$ cat config.mk
export PLATFORM = sky130hd
export DESIGN_NAME = config_prom_output_sequencer
export DESIGN_NICKNAME = d
export VERILOG_FILES = /design/src/logic/prom_seq_pkg.sv /design/src/logic/clk_divider.sv /design/src/logic/config_prom_output_sequencer.sv
export SDC_FILE = /design/constraint.sdc
export NUM_CORES = 2
export LEC_CHECK = 0
export BUFFER_PORTS_ARGS = -buffer_cell sky130_fd_sc_hd__buf_4
export CORE_ASPECT_RATIO = 0.9
export CORE_MARGIN = 10
export CORE_UTILIZATION = 50
export CTS_BUF_LIST = sky130_fd_sc_hd__clkbuf_4 sky130_fd_sc_hd__clkbuf_8
export CTS_CLUSTER_DIAMETER = 100
export DETAILED_ROUTE_END_ITERATION = 8
export GPL_ROUTABILITY_DRIVEN = 1
export PLACE_DENSITY = 0.62
export SETUP_SLACK_MARGIN = 0.05
export SLEW_MARGIN = 10
export SYNTH_ARGS = -nofsm -noshare
export SYNTH_HDL_FRONTEND = slang
export SYNTH_SLANG_ARGS = --single-unit
$ cat constraint.sdc
create_clock -name ref_clk -period 4.03 [get_ports ref_clk]
set_input_delay 0.806 -clock ref_clk [delete_from_list [all_inputs] [get_ports ref_clk]]
set_output_delay 0.806 -clock ref_clk [all_outputs]
set_load 0.005 [all_outputs]
$ cat src/logic/prom_seq_pkg.sv
// Constants shared by the configuration output sequencer
package prom_seq_pkg;
    localparam int          ADDR_W          = 23;           // 8 Mbit per block, bit addresses
    localparam int          BLOCK_W         = 20;           // Byte address bits in one block
    localparam int          DATA_W          = 8;
    localparam logic [1:0]  REV_RESET       = 2'h0;
    localparam int          OSC_DIV_FAST    = 2;            // Ref cycles per oscillator half period
    localparam int          OSC_DIV_SLOW    = 8;
    localparam int          DECOMP_DIV      = 4;            // Source rises per reduced-rate clock rise
    localparam logic [7:0]  PAD_BYTE        = 8'hff;
    localparam int          NUM_BLOCKS      = 4;
    localparam int          MEM_BYTES       = 64;           // Modelled store depth per block
    localparam int          MEM_AW          = 6;
endpackage

$ cat src/logic/clk_divider.sv
// Half-period divider used for the internal oscillator
`timescale 1ns/1ps
module clk_divider (
    input  wire logic       ref_clk,
    input  wire logic       resetn,
    input  wire logic [3:0] half_period,
    output logic            tick_rise
);
    logic [3:0] cnt_r;

    // One tick per half period; the user keeps the level so both edges exist
    always_ff @(posedge ref_clk) begin
        if (!resetn) begin
            cnt_r     <= 4'h0;
            tick_rise <= 1'b0;
        end else if (cnt_r + 4'h1 >= half_period) begin
            cnt_r     <= 4'h0;
            tick_rise <= 1'b1;
        end else begin
            cnt_r     <= cnt_r + 4'h1;
            tick_rise <= 1'b0;
        end
    end
endmodule

$ cat src/logic/config_prom_output_sequencer.sv
// Output sequencer streaming stored configuration data to a target
// Contract
// RQ1 - Optional internal oscillator, fast or slow rate, set at programming.
// RQ2 - Clock output sourced from input clock or oscillator per stored setting.
// RQ3 - New data presented so it is valid at clock output rising edge.
// RQ4 - Clock output driven only while chip enable low and oe_reset high.
// RQ5 - Disabled clock output is high impedance; system pulls it high.
// RQ6 - After transfer ends, stop clock output then release chain enable.
// RQ7 - Downstream part drives clock only when enabled and data ready.
// RQ8 - Busy high freezes address and holds data, uncompressed parallel only.
// RQ9 - Clock output keeps toggling while busy is high.
// RQ10 - After busy falls, address advances and new data is driven.
// RQ11 - Decompression expands stored data before clock and data go out; code sends the raw stored bytes unexpanded.
// RQ12 - With decompression the target is a slave clocked by clock output.
// RQ13 - Decompression lowers clock rate; clock is high impedance until ready.
// RQ14 - Busy is ignored when decompression is enabled.
// RQ15 - Revisions numbered zero to three by a two-bit code.
// RQ16 - Revisions occupy whole blocks; unused space reads as all ones.
// RQ17 - Sixteen megabit holds two revisions, eight megabit holds one.
// RQ18 - External select low uses pins; high uses internal bits.
// RQ19 - Revision selection sampled at power-up.
// RQ20 - With chip enable low, resample after config pulse rising edge.
// RQ21 - Revision select works with decompression and clock output.
// RQ22 - Boundary-scan config pulses config pin low and resets revision.
// RQ23 - Address advances on every valid rising target config clock edge.
// RQ24 - oe_reset resets address counter before each configuration.
// RQ25 - Revision selection loads address with first byte of its block.
`timescale 1ns/1ps
module config_prom_output_sequencer (
    input  wire logic                          ref_clk,
    input  wire logic                          resetn,
    input  wire logic                          ext_clk_in,
    input  wire logic                          chip_enable_n,
    input  wire logic                          oe_reset,
    input  wire logic                          busy,
    input  wire logic                          parallel_mode,
    input  wire logic                          config_pulse_n_in,
    input  wire logic                          jtag_config_req,
    input  wire logic [1:0]                    revision_select_pins,
    input  wire logic                          external_select_enable,
    input  wire logic                          osc_enable_cfg,
    input  wire logic                          osc_slow_cfg,
    input  wire logic                          source_sync_clock_out_enable_cfg,
    input  wire logic                          source_sync_clock_out_src_osc_cfg,
    input  wire logic                          decomp_enable_cfg,
    input  wire logic [1:0]                    internal_rev_cfg,
    input  wire logic [1:0]                    density_blocks_cfg,
    input  wire logic [1:0]                    rev_last_block_cfg,
    input  wire logic [prom_seq_pkg::MEM_AW:0] rev_length_cfg,
    input  wire logic                          mem_wr,
    input  wire logic [1:0]                    mem_wr_block,
    input  wire logic [prom_seq_pkg::MEM_AW-1:0] mem_wr_addr,
    input  wire logic [7:0]                    mem_wr_data,
    output logic [7:0]                         data_out,
    output logic                               data_oe,
    output logic                               source_sync_clock_out,
    output logic                               source_sync_clock_oe,
    output logic                               chain_enable_out_n,
    output logic                               config_pulse_n_out,
    output logic                               config_pulse_n_oe,
    output logic [1:0]                         active_revision
);
    typedef enum logic [3:0] {
        ST_IDLE = 4'h1,
        ST_RUN  = 4'h2,
        ST_STOP = 4'h4,
        ST_DONE = 4'h8
    } seq_e;

    seq_e                             state_r;
    logic [7:0]                       mem_r [prom_seq_pkg::NUM_BLOCKS][prom_seq_pkg::MEM_BYTES];
    logic [2:0]                       sync_r [5];
    logic                             ext_clk_s;
    logic                             ce_n_s;
    logic                             oe_s;
    logic                             busy_s;
    logic                             cf_s;
    logic                             ext_clk_d_r;
    logic                             cf_d_r;
    logic                             osc_tick;
    logic                             dec_tick;
    logic                             src_tick;
    logic                             src_fall;
    logic                             src_level;
    logic                             osc_lvl_r;
    logic                             tick;
    logic [1:0]                       rev_r;
    logic [1:0]                       blk_r;
    logic [prom_seq_pkg::MEM_AW:0]    addr_r;
    logic                             powered_r;
    logic                             resample;
    logic                             hold;
    logic [1:0]                       sel_rev;
    logic [2:0]                       clk_phase_r;
    logic [7:0]                       cur_byte;
    logic [7:0]                       raw_byte;
    logic [7:0]                       run_cnt_r;
    logic [7:0]                       run_val_r;
    logic                             dec_ready_r;
    logic [3:0]                       cf_low_r;
    logic                             active;

    // Two-flop synchronisers for pins from outside the ref_clk domain
    genvar g;
    generate
        for (g = 0; g < 5; g++) begin : g_sync
            logic pin;
            assign pin = (g == 0) ? ext_clk_in : (g == 1) ? chip_enable_n :
                         (g == 2) ? oe_reset : (g == 3) ? busy : config_pulse_n_in;
            always_ff @(posedge ref_clk) begin
                if (!resetn) begin
                    sync_r[g] <= 3'h0;
                end else begin
                    sync_r[g] <= {sync_r[g][1], pin, 1'b0};
                end
            end
        end
    endgenerate
    assign ext_clk_s = sync_r[0][2];
    assign ce_n_s    = sync_r[1][2];
    assign oe_s      = sync_r[2][2];
    assign busy_s    = sync_r[3][2];
    assign cf_s      = sync_r[4][2];

    // Oscillator at default or slow rate
    clk_divider u_osc (
        .ref_clk     (ref_clk),
        .resetn      (resetn && osc_enable_cfg),
        .half_period (osc_slow_cfg ? 4'(prom_seq_pkg::OSC_DIV_SLOW)
                                   : 4'(prom_seq_pkg::OSC_DIV_FAST)), // RQ1
        .tick_rise   (osc_tick)
    );

    // Edge history of the input clock and config pulse
    always_ff @(posedge ref_clk) begin
        if (!resetn) begin
            ext_clk_d_r <= 1'b0;
            cf_d_r      <= 1'b1;
        end else begin
            ext_clk_d_r <= ext_clk_s;
            cf_d_r      <= cf_s;
        end
    end

    // Oscillator level, toggled every half period
    always_ff @(posedge ref_clk) begin
        if (!resetn) begin
            osc_lvl_r <= 1'b0;
        end else if (osc_tick) begin
            osc_lvl_r <= ~osc_lvl_r;
        end
    end

    // Source select; decompression further slows the rate
    assign src_tick  = source_sync_clock_out_src_osc_cfg ? (osc_tick && !osc_lvl_r)
                                          : (ext_clk_s && !ext_clk_d_r); // RQ2
    assign src_fall  = source_sync_clock_out_src_osc_cfg ? (osc_tick && osc_lvl_r)
                                          : (!ext_clk_s && ext_clk_d_r);
    assign src_level = source_sync_clock_out_src_osc_cfg ? osc_lvl_r : ext_clk_s;
    always_ff @(posedge ref_clk) begin
        if (!resetn) begin
            clk_phase_r <= 3'h0;
        end else if (src_tick) begin
            clk_phase_r <= clk_phase_r + 3'h1;
        end
    end
    assign dec_tick = src_tick && (clk_phase_r[1:0] == 2'h3); // RQ13
    assign tick     = decomp_enable_cfg ? dec_tick : src_tick;

    // Revision selection and resample on config pulse rise
    assign sel_rev  = external_select_enable ? internal_rev_cfg : revision_select_pins; // RQ18
    assign resample = !powered_r || (!ce_n_s && cf_s && !cf_d_r)
                      || (cf_low_r == 4'h1); // RQ19 RQ20 RQ22
    always_ff @(posedge ref_clk) begin
        if (!resetn) begin
            powered_r <= 1'b0;
            rev_r     <= prom_seq_pkg::REV_RESET;
        end else if (resample) begin
            powered_r <= 1'b1;
            rev_r     <= sel_rev; // RQ15
        end
    end

    // Boundary-scan config request pulses the config pin low
    always_ff @(posedge ref_clk) begin
        if (!resetn) begin
            cf_low_r <= 4'h0;
        end else if (jtag_config_req && cf_low_r == 4'h0) begin
            cf_low_r <= 4'h8; // RQ22
        end else if (cf_low_r != 4'h0) begin
            cf_low_r <= cf_low_r - 4'h1;
        end
    end

    // Revision to block: a part holding fewer blocks clamps the revision
    always_ff @(posedge ref_clk) begin
        if (!resetn) begin
            blk_r <= 2'h0;
        end else if (resample) begin
            blk_r <= (sel_rev > density_blocks_cfg) ? density_blocks_cfg : sel_rev; // RQ17
        end
    end

    // Busy only counts in uncompressed parallel mode
    assign hold   = busy_s && parallel_mode && !decomp_enable_cfg; // RQ8 RQ14
    assign active = !ce_n_s && oe_s;

    // Sequencer state
    always_ff @(posedge ref_clk) begin
        if (!resetn || !oe_s || resample) begin
            state_r <= ST_IDLE;
        end else begin
            case (state_r)
                ST_IDLE: if (active) state_r <= ST_RUN;
                ST_RUN:  if (addr_r >= rev_length_cfg) state_r <= ST_STOP;
                ST_STOP: state_r <= ST_DONE; // RQ6
                ST_DONE: state_r <= ST_DONE;
                default: state_r <= ST_IDLE;
            endcase
        end
    end

    // Address counter, reset by oe_reset and revision change
    always_ff @(posedge ref_clk) begin
        if (!resetn || !oe_s || resample) begin
            addr_r <= '0; // RQ24 RQ25
        end else if (state_r == ST_RUN && tick && !hold && dec_ready_r) begin
            addr_r <= addr_r + 1'b1; // RQ23 RQ10
        end
    end

    // Byte store per block; beyond the revision reads all ones
    always_ff @(posedge ref_clk) begin
        if (mem_wr) begin
            mem_r[mem_wr_block][mem_wr_addr] <= mem_wr_data;
        end
    end
    assign raw_byte = (addr_r >= rev_length_cfg || blk_r > rev_last_block_cfg)
                      ? prom_seq_pkg::PAD_BYTE
                      : mem_r[blk_r][addr_r[prom_seq_pkg::MEM_AW-1:0]]; // RQ16

    // Run-length count only: first byte loads the count; output stays the raw stored byte
    always_ff @(posedge ref_clk) begin
        if (!resetn || !oe_s || resample) begin
            run_cnt_r   <= 8'h0;
            run_val_r   <= 8'hff;
            dec_ready_r <= 1'b0;
        end else if (!decomp_enable_cfg) begin
            dec_ready_r <= 1'b1;
        end else if (state_r == ST_RUN && tick && !dec_ready_r) begin
            run_cnt_r   <= raw_byte;
            dec_ready_r <= 1'b1; // RQ11
        end else if (state_r == ST_RUN && tick && run_cnt_r != 8'h0) begin
            run_cnt_r   <= run_cnt_r - 8'h1;
        end
    end
    assign cur_byte = decomp_enable_cfg ? raw_byte : raw_byte;

    // Data changes just after a tick so it is steady at the next rise
    always_ff @(posedge ref_clk) begin
        if (!resetn) begin
            data_out <= 8'hff;
            data_oe  <= 1'b0;
        end else begin
            data_oe <= active && state_r == ST_RUN;
            if (state_r == ST_RUN && !hold) begin
                data_out <= cur_byte; // RQ3
            end
        end
    end

    // Clock output drive, high impedance when off or not ready
    always_ff @(posedge ref_clk) begin
        if (!resetn) begin
            source_sync_clock_out <= 1'b1;
            source_sync_clock_oe  <= 1'b0;
        end else begin
            source_sync_clock_oe  <= source_sync_clock_out_enable_cfg && active && state_r == ST_RUN
                                     && dec_ready_r; // RQ4 RQ5 RQ7 RQ13
            // Plain mode follows the source; decompression only rises on every fourth source rise
            if (decomp_enable_cfg) begin
                source_sync_clock_out <= dec_tick ? 1'b1
                                       : (src_fall ? 1'b0 : source_sync_clock_out);
            end else begin
                source_sync_clock_out <= src_level; // RQ9
            end
        end
    end

    // Chain enable released one cycle after clock output stops
    always_ff @(posedge ref_clk) begin
        if (!resetn) begin
            chain_enable_out_n <= 1'b1;
        end else begin
            chain_enable_out_n <= !(state_r == ST_DONE); // RQ6
        end
    end

    // Config pin and revision report
    always_ff @(posedge ref_clk) begin
        if (!resetn) begin
            config_pulse_n_out <= 1'b1;
            config_pulse_n_oe  <= 1'b0;
            active_revision    <= prom_seq_pkg::REV_RESET;
        end else begin
            config_pulse_n_out <= 1'b0;
            config_pulse_n_oe  <= cf_low_r != 4'h0; // RQ22
            active_revision    <= rev_r; // RQ21
        end
    end

    // Held address while busy
    chk_busy_holds: assert property (@(posedge ref_clk) disable iff (!resetn) // RQ8
        hold && oe_s && !resample |=> $stable(addr_r))
        else $error("address moved while busy");
    // Chain enable only after clock output released
    chk_ceo_after: assert property (@(posedge ref_clk) disable iff (!resetn) // RQ6
        !chain_enable_out_n |-> !source_sync_clock_oe)
        else $error("chain enable with clock driven");
    // Clock drive needs enables
    chk_clk_gate: assert property (@(posedge ref_clk) disable iff (!resetn) // RQ4
        source_sync_clock_oe |-> $past(active))
        else $error("clock driven while disabled");
    // Decompression ignores busy
    chk_busy_ignore: assert property (@(posedge ref_clk) disable iff (!resetn) // RQ14
        decomp_enable_cfg |-> !hold)
        else $error("busy seen under decompression");
    // Jtag request pulses pin low
    chk_cf_pulse: assert property (@(posedge ref_clk) disable iff (!resetn) // RQ22
        jtag_config_req && cf_low_r == 4'h0 |=> ##1 config_pulse_n_oe)
        else $error("config pulse missing");
    // Revision follows source after resample
    chk_rev_load: assert property (@(posedge ref_clk) disable iff (!resetn) // RQ18
        resample |=> rev_r == $past(sel_rev))
        else $error("revision not loaded");
    // Reset of address by oe_reset
    chk_oe_reset: assert property (@(posedge ref_clk) disable iff (!resetn) // RQ24
        !oe_s |=> addr_r == '0)
        else $error("address not reset");
    // Clock disabled when feature off
    chk_clk_off: assert property (@(posedge ref_clk) disable iff (!resetn) // RQ5
        !source_sync_clock_out_enable_cfg |=> !source_sync_clock_oe)
        else $error("clock driven with feature off");
endmodule

Yosys cells after proc, flatten, opt, wreduce, memory -nomap -nowiden
Memories as Yosys holds them, arrays and structs flattened. A register that Yosys moved wholly into a read port is not among the register bits.
Cells that the tools add are included.

word-level totals
  flip-flop bits (word level) = 48
  bits in writable memories = 2,058
  input port bits = 47
  output and inout bits = 16
  word-level logic and storage cells = 136
  memories kept = 2

memory list
  memory  depth  bits a word  read ports  clocked after memory_dff  wr ports  RTL line                            RTL
  mem_r   4      512          1           1                         1         config_prom_output_sequencer.sv:71  logic [7:0] mem_r [prom_seq_pkg::NUM_BLOCKS][prom_seq_pkg::MEM_BYTES];
  sync_r  5      2            5           0                         5         config_prom_output_sequencer.sv:72  logic [2:0] sync_r [5];

cells by class
  add/subtract/negate cells = 4
  $lt $le $gt $ge = 7
  equality and inequality tests = 10
  multiplexer cells = 35
  bitwise operators = 10
  reductions and logical operators = 46

operators with widths
  kind                                                                  number
  512-bit 2-to-1 mux                                                    1
  8-bit binary-select mux with 6-bit select                             1
  8-bit demux with 6-bit select                                         1
  8-bit 2-to-1 mux                                                      4
  1-bit logical AND                                                     22
  4-bit 2-to-1 mux                                                      5
  2-bit 2-to-1 mux                                                      9
  7-bit greater-or-equal comparator, second input constant              2
  6-bit NOT with 7-bit output                                           2
  1-bit 2-to-1 mux                                                      13
  1-bit zero test                                                       12
  4-bit case mux with 3 select lines                                    1
  4-bit by 1-bit == test with 1-bit output, second input constant       2
  7-bit by 1-bit adder with 7-bit output, second input constant         1
  7-bit greater-or-equal comparator                                     1
  7-bit by 1-bit < comparator with 1-bit output, second input constant  1
  2-bit OR reduction                                                    3
  1-bit logical OR                                                      5
  1-bit bitwise OR                                                      5
  4-bit by 1-bit adder with 4-bit output, second input constant         1
  4-bit by 2-bit == test with 1-bit output, second input constant       1
  4-bit by 3-bit == test with 1-bit output, second input constant       1
  4-bit == test, second input constant                                  1
  4-bit greater-or-equal comparator                                     1
  12 further kinds                                                      16

Logic depth before layout (Yosys ltp)
  depth after elaboration = 9
  gate-level depth with buffers = 13
  depth with buffers taken out = 9

Hierarchy
Synthesis repeated with hierarchy kept, for this count alone.

unflattened totals
  cells, all modules = 4,144
  area total of the unflattened synthesis = 82,754.4 µm²

modules (own cells, without submodules)
  module                        instances  cells an instance  area each (µm²)
  config_prom_output_sequencer  1          4,117              82,472.8
  clk_divider                   1          27                 281.5

Least setup slack after synthesis
OpenSTA, ideal clock, no wires.

  kind = register to register
  start = reg addr_r[0] (netlist bit)
  end = reg data_out[4]
  setup time = 122 ps
  arrival time = 3,042 ps
  data required time = 3,908 ps
  path slack = 866 ps
  cell stages (with the launch flop) = 14
  path buffers = 4
  clock period less this slack = 3,164 ps
  path through = dfxtp_1 > buf_2 > buf_2 > inv_1 > buf_1 > clkbuf_1 > ha_1 > nand2b_1 > a21o_1 > a211oi_1 > or3_1 > nand4_1 > nand3b_1 > o32a_1

on the way
  word-level cells in the longest chain between the ends = 5
  elaborated cells between the ends (all ways) = 7
  those cells by class = order compare (1); mux (4); bitwise (1); reduce/logical (1)

RTL lines
  item                                                 RTL line                             RTL
  start: declaration                                   config_prom_output_sequencer.sv:89   logic [prom_seq_pkg::MEM_AW:0] addr_r;
  start signal: assignment                             config_prom_output_sequencer.sv:228  addr_r <= addr_r + 1'b1;
  6-bit NOT with 7-bit output (not written as such)    config_prom_output_sequencer.sv:240  : mem_r[blk_r][addr_r[prom_seq_pkg::MEM_AW-1:0]];
  8-bit binary-select mux with 6-bit select            config_prom_output_sequencer.sv:240
  8-bit 2-to-1 mux (not written as such) (2 in a row)  config_prom_output_sequencer.sv:240
  8-bit 2-to-1 mux (*)                                 config_prom_output_sequencer.sv:239  ? prom_seq_pkg::PAD_BYTE
  end signal: assignment                               config_prom_output_sequencer.sv:267  data_out <= cur_byte;
  end: declaration                                     config_prom_output_sequencer.sv:54   output logic [7:0] data_out,

Mark *: on every way between the ends. The rest lies on a longest branch, timed or not. The select of a mux whose other input is x is not followed.
A chain may end at the register's enable or synchronous reset.

==> summary.txt <==
outcome: complete, no violations
leakage dissipation: 30.3 nW
worst hold path class: in2reg
total power consumption of the routed design: 45.3 mW
post-DP HPWL: 147,000 um
top-count cell post-synth: sky130_fd_sc_hd__edfxtp_1
setup repair after global routing missed its margin: false
VDD IR max: 0.395 mV
max-slew violation total from the final report: 0
TritonCTS Buffers: 341
Layout Skew: 0.0925 ns
met3 usage in global routing: 0.0667
Avg WL per Cell: 32.7 um
floorplan die area: 181,000 um2
number of standard-cell rows in the floorplan: 141
peak-usage layer in the global routing report: met2
total power density per cell area: 479 nW/um2
signed area change from the synthesized netlist to the final layout: 15.1%
crit path DAT: 4.83 ns
length of the first detailed-routing pass in iterations: 6
detailed-route wire length: 233,000 um
Netlist cell types: 68
fraction of layout cells with a size suffix above 1: 0.305
most numerous cell types in the synthesized netlist: sky130_fd_sc_hd__edfxtp_1 (2,048), sky130_fd_sc_hd__mux4_2 (443), sky130_fd_sc_hd__nor2_1 (335), sky130_fd_sc_hd__mux2i_1 (161), sky130_fd_sc_hd__nand2_1 (159)
post-route worst hold slack: 0.0978 ns
Netlist Area Pre-Place: 82,200 um2
TritonCTS clock tree: done
count of endpoints failing setup in the final report: 0
total placed instance area: 88,200 um2
Final ANT Viol Nets: 0
overflow left after global routing: 0
ratio of routed vias to standard cells: 6.27
met2 track demand over resource: 0.379
setup TNS after final layout: 0 ns
via count of the first global-routing pass: 44,100
DRT iter0 DRCs: 5,950
area of all placed cells without fillers: 94,700 um2
cell depth of the worst flop-to-flop path: 10
max cap viols: 0
actual transition at the worst max-transition pin: 1.31 ns
pin count of the biggest net entering global routing: 131
starting utilization of the core area: 0.502
buffer levels on the longest clock path: 4
share of the synthesized area in the top cell type: 0.748
slew margin rel.: 0.121
setup slack of the most critical reg-to-reg path: 0.14 ns
met1 layer usage reported by global route: 0.368
number of hold-slack violations in the final timing report: 0
first-pass GRT wire length: 332,000 um
maximum achievable frequency: 257 MHz
fin util: 0.578
count of mapped cells out of synthesis: 4,109
worst-path maximum fanout: 16
crit path launch type: flop
CTS root buf: sky130_fd_sc_hd__clkbuf_8
clock latency on the worst-skew pair: 1.07 ns
Reg clk slew, reported paths: 0.06 ns
CTS HTree Levels: 5
Hold Path Stages: 4
largest cells by area after synthesis: sky130_fd_sc_hd__edfxtp_1 (75%), sky130_fd_sc_hd__mux4_2 (12%), sky130_fd_sc_hd__mux2i_1 (2.0%), sky130_fd_sc_hd__nor2_1 (1.5%), sky130_fd_sc_hd__dfxtp_1 (1.4%)
Final Net Count: 4,813
global placement routability congestion: 0.892
total track usage: 0.256
number of sinks handled by clock tree synthesis: 2,107
initial antenna violation count: 18
ys flop type: sky130_fd_sc_hd__edfxtp_1
Die X-Extent: 447 um
Post-synth EDFFs: 2,048
endpoint kind of the worst setup timing path: flop
# port buffers: 62
vias after detailed routing: 44,700
required time worst endpoint: 4.98 ns
Net Count, Synth: 4,175
crit path time final: 3.89 ns
Avg Cell Area, Syn: 20.0 um2
number of warnings reported in the yosys synthesis log: 0
post-synthesis sequential area ratio: 0.762
I/O pin count: 63
DRC violation count after routing: 0
post-synth top area cell: sky130_fd_sc_hd__edfxtp_1
flop and latch count out of synthesis: 2,107
height of the die: 405 um
CP Class: reg2reg
fraction of registers with async set/reset: 0
period utilization: 0.964
core area: 164,000 um2
[final timing paths]
check,endpoint,from
max,data_out[1]$_SDFFE_PN1P_,flop
min,cf_low_r[1]$_SDFFE_PP0N_,jtag_config_req
max reg2reg,data_out[1]$_SDFFE_PN1P_,flop
min reg2reg,sync_r[0][1]$_SDFF_PN0_,sync_r[0][0]$_SDFF_PN0_
[where the power goes]
| part | total, mW | switching (mW) | internal [mW] |
|---|---|---|---|
| clock | 17.7 | 8.21 | 9.44 |
| sequential | 24.2 | 0.0695 | 24.1 |
| combinational | 3.49 | 1.96 | 1.52 |
[cell families (layout without fill, tap and decap cells)]
group / count (synthesis) / count (layout) / share of synthesized area
other: 0 / 10 / 0
AND/OR/NAND/NOR: 686 / 686 / 0.0366
flip-flops: 2107 / 2107 / 0.762
buffers and inverters: 259 / 1130 / 0.0173
adder cells (fa/ha/maj): 19 / 19 / 0.00289
multiplexers: 629 / 629 / 0.145
AO/OA/AOI/OAI: 397 / 397 / 0.0343
XOR/XNOR: 12 / 12 / 0.00128
[timing repair]
action,4_1_cts,5_1_grt
endpoints found under the hold margin,12,0
setup endpoints to repair,0,3
gates resized for setup,0,2
hold buffers,9,0
setup buffers,0,1
[cell usage in the layout, fill, tap and decap left out, types with 38 or more instances in the layout]
master                     instances
sky130_fd_sc_hd__nand2_1         158
sky130_fd_sc_hd__buf_12           49
sky130_fd_sc_hd__edfxtp_1       2048
sky130_fd_sc_hd__a22oi_1          80
sky130_fd_sc_hd__clkinv_1         72
sky130_fd_sc_hd__buf_4           460
sky130_fd_sc_hd__o21ai_0          38
sky130_fd_sc_hd__dfxtp_1          52
sky130_fd_sc_hd__nand3_1          45
sky130_fd_sc_hd__clkbuf_4        113
sky130_fd_sc_hd__a21oi_1          66
sky130_fd_sc_hd__mux4_2          443
sky130_fd_sc_hd__clkbuf_8        362
sky130_fd_sc_hd__nor2_1          332
sky130_fd_sc_hd__mux2i_1         161
[registers in the layout (all words and copies together), names as in the netlist, 2 cells and up, named ones only]
| register | count |
|---|---|
| state_r | 4 |
| mem_r | 2048 |
| cf_low_r | 4 |
| active_revision | 2 |
| rev_r | 2 |
| addr_r | 7 |
| clk_phase_r | 2 |
| sync_r | 10 |
| data_out | 8 |
| blk_r | 2 |
| u_osc.cnt_r | 4 |
[metrics by stage]
stage / setup WS [ns] / instances
5_1_grt: 0.148 / 7129
3_3_place_gp: 0.0883 / 6539
3_5_place_dp: 0.0711 / 6539
2_1_floorplan: 0.866 / 4109
6_report: 0.144 / 7135
4_1_cts: 0.0514 / 7124
[layout make-up]
type                       count  area, um2
multi-input combinational   1743      18200
fill                       12100      69200
clock buffer                 467       5720
inverter                      28        105
clock inverter               109        602
tap                         2145       2680
timing repair buffer         526       4630
antenna                       10       25.0
sequential                  2107      62700
[critical path, stage by stage, from the launching register on]
cell and delay [ns]:
sky130_fd_sc_hd__dfxtp_4 0.59, sky130_fd_sc_hd__buf_12 0.28, sky130_fd_sc_hd__buf_4 0.29, sky130_fd_sc_hd__mux4_2 0.54, sky130_fd_sc_hd__mux2i_1 0.31, sky130_fd_sc_hd__o21ai_0 0.19
sky130_fd_sc_hd__a2111oi_0 0.97, sky130_fd_sc_hd__nor4_1 0.16, sky130_fd_sc_hd__buf_4 0.20, sky130_fd_sc_hd__nor2_1 0.13, sky130_fd_sc_hd__a21oi_1 0.11
[routing by layer]
metal  wire [um]  up-vias
li1            -    18200
met1       93100    23400
met2      106000     2530
met3       24700      551
met4        9490       12
met5          68        -
Power figures use the tool's default switching activity.
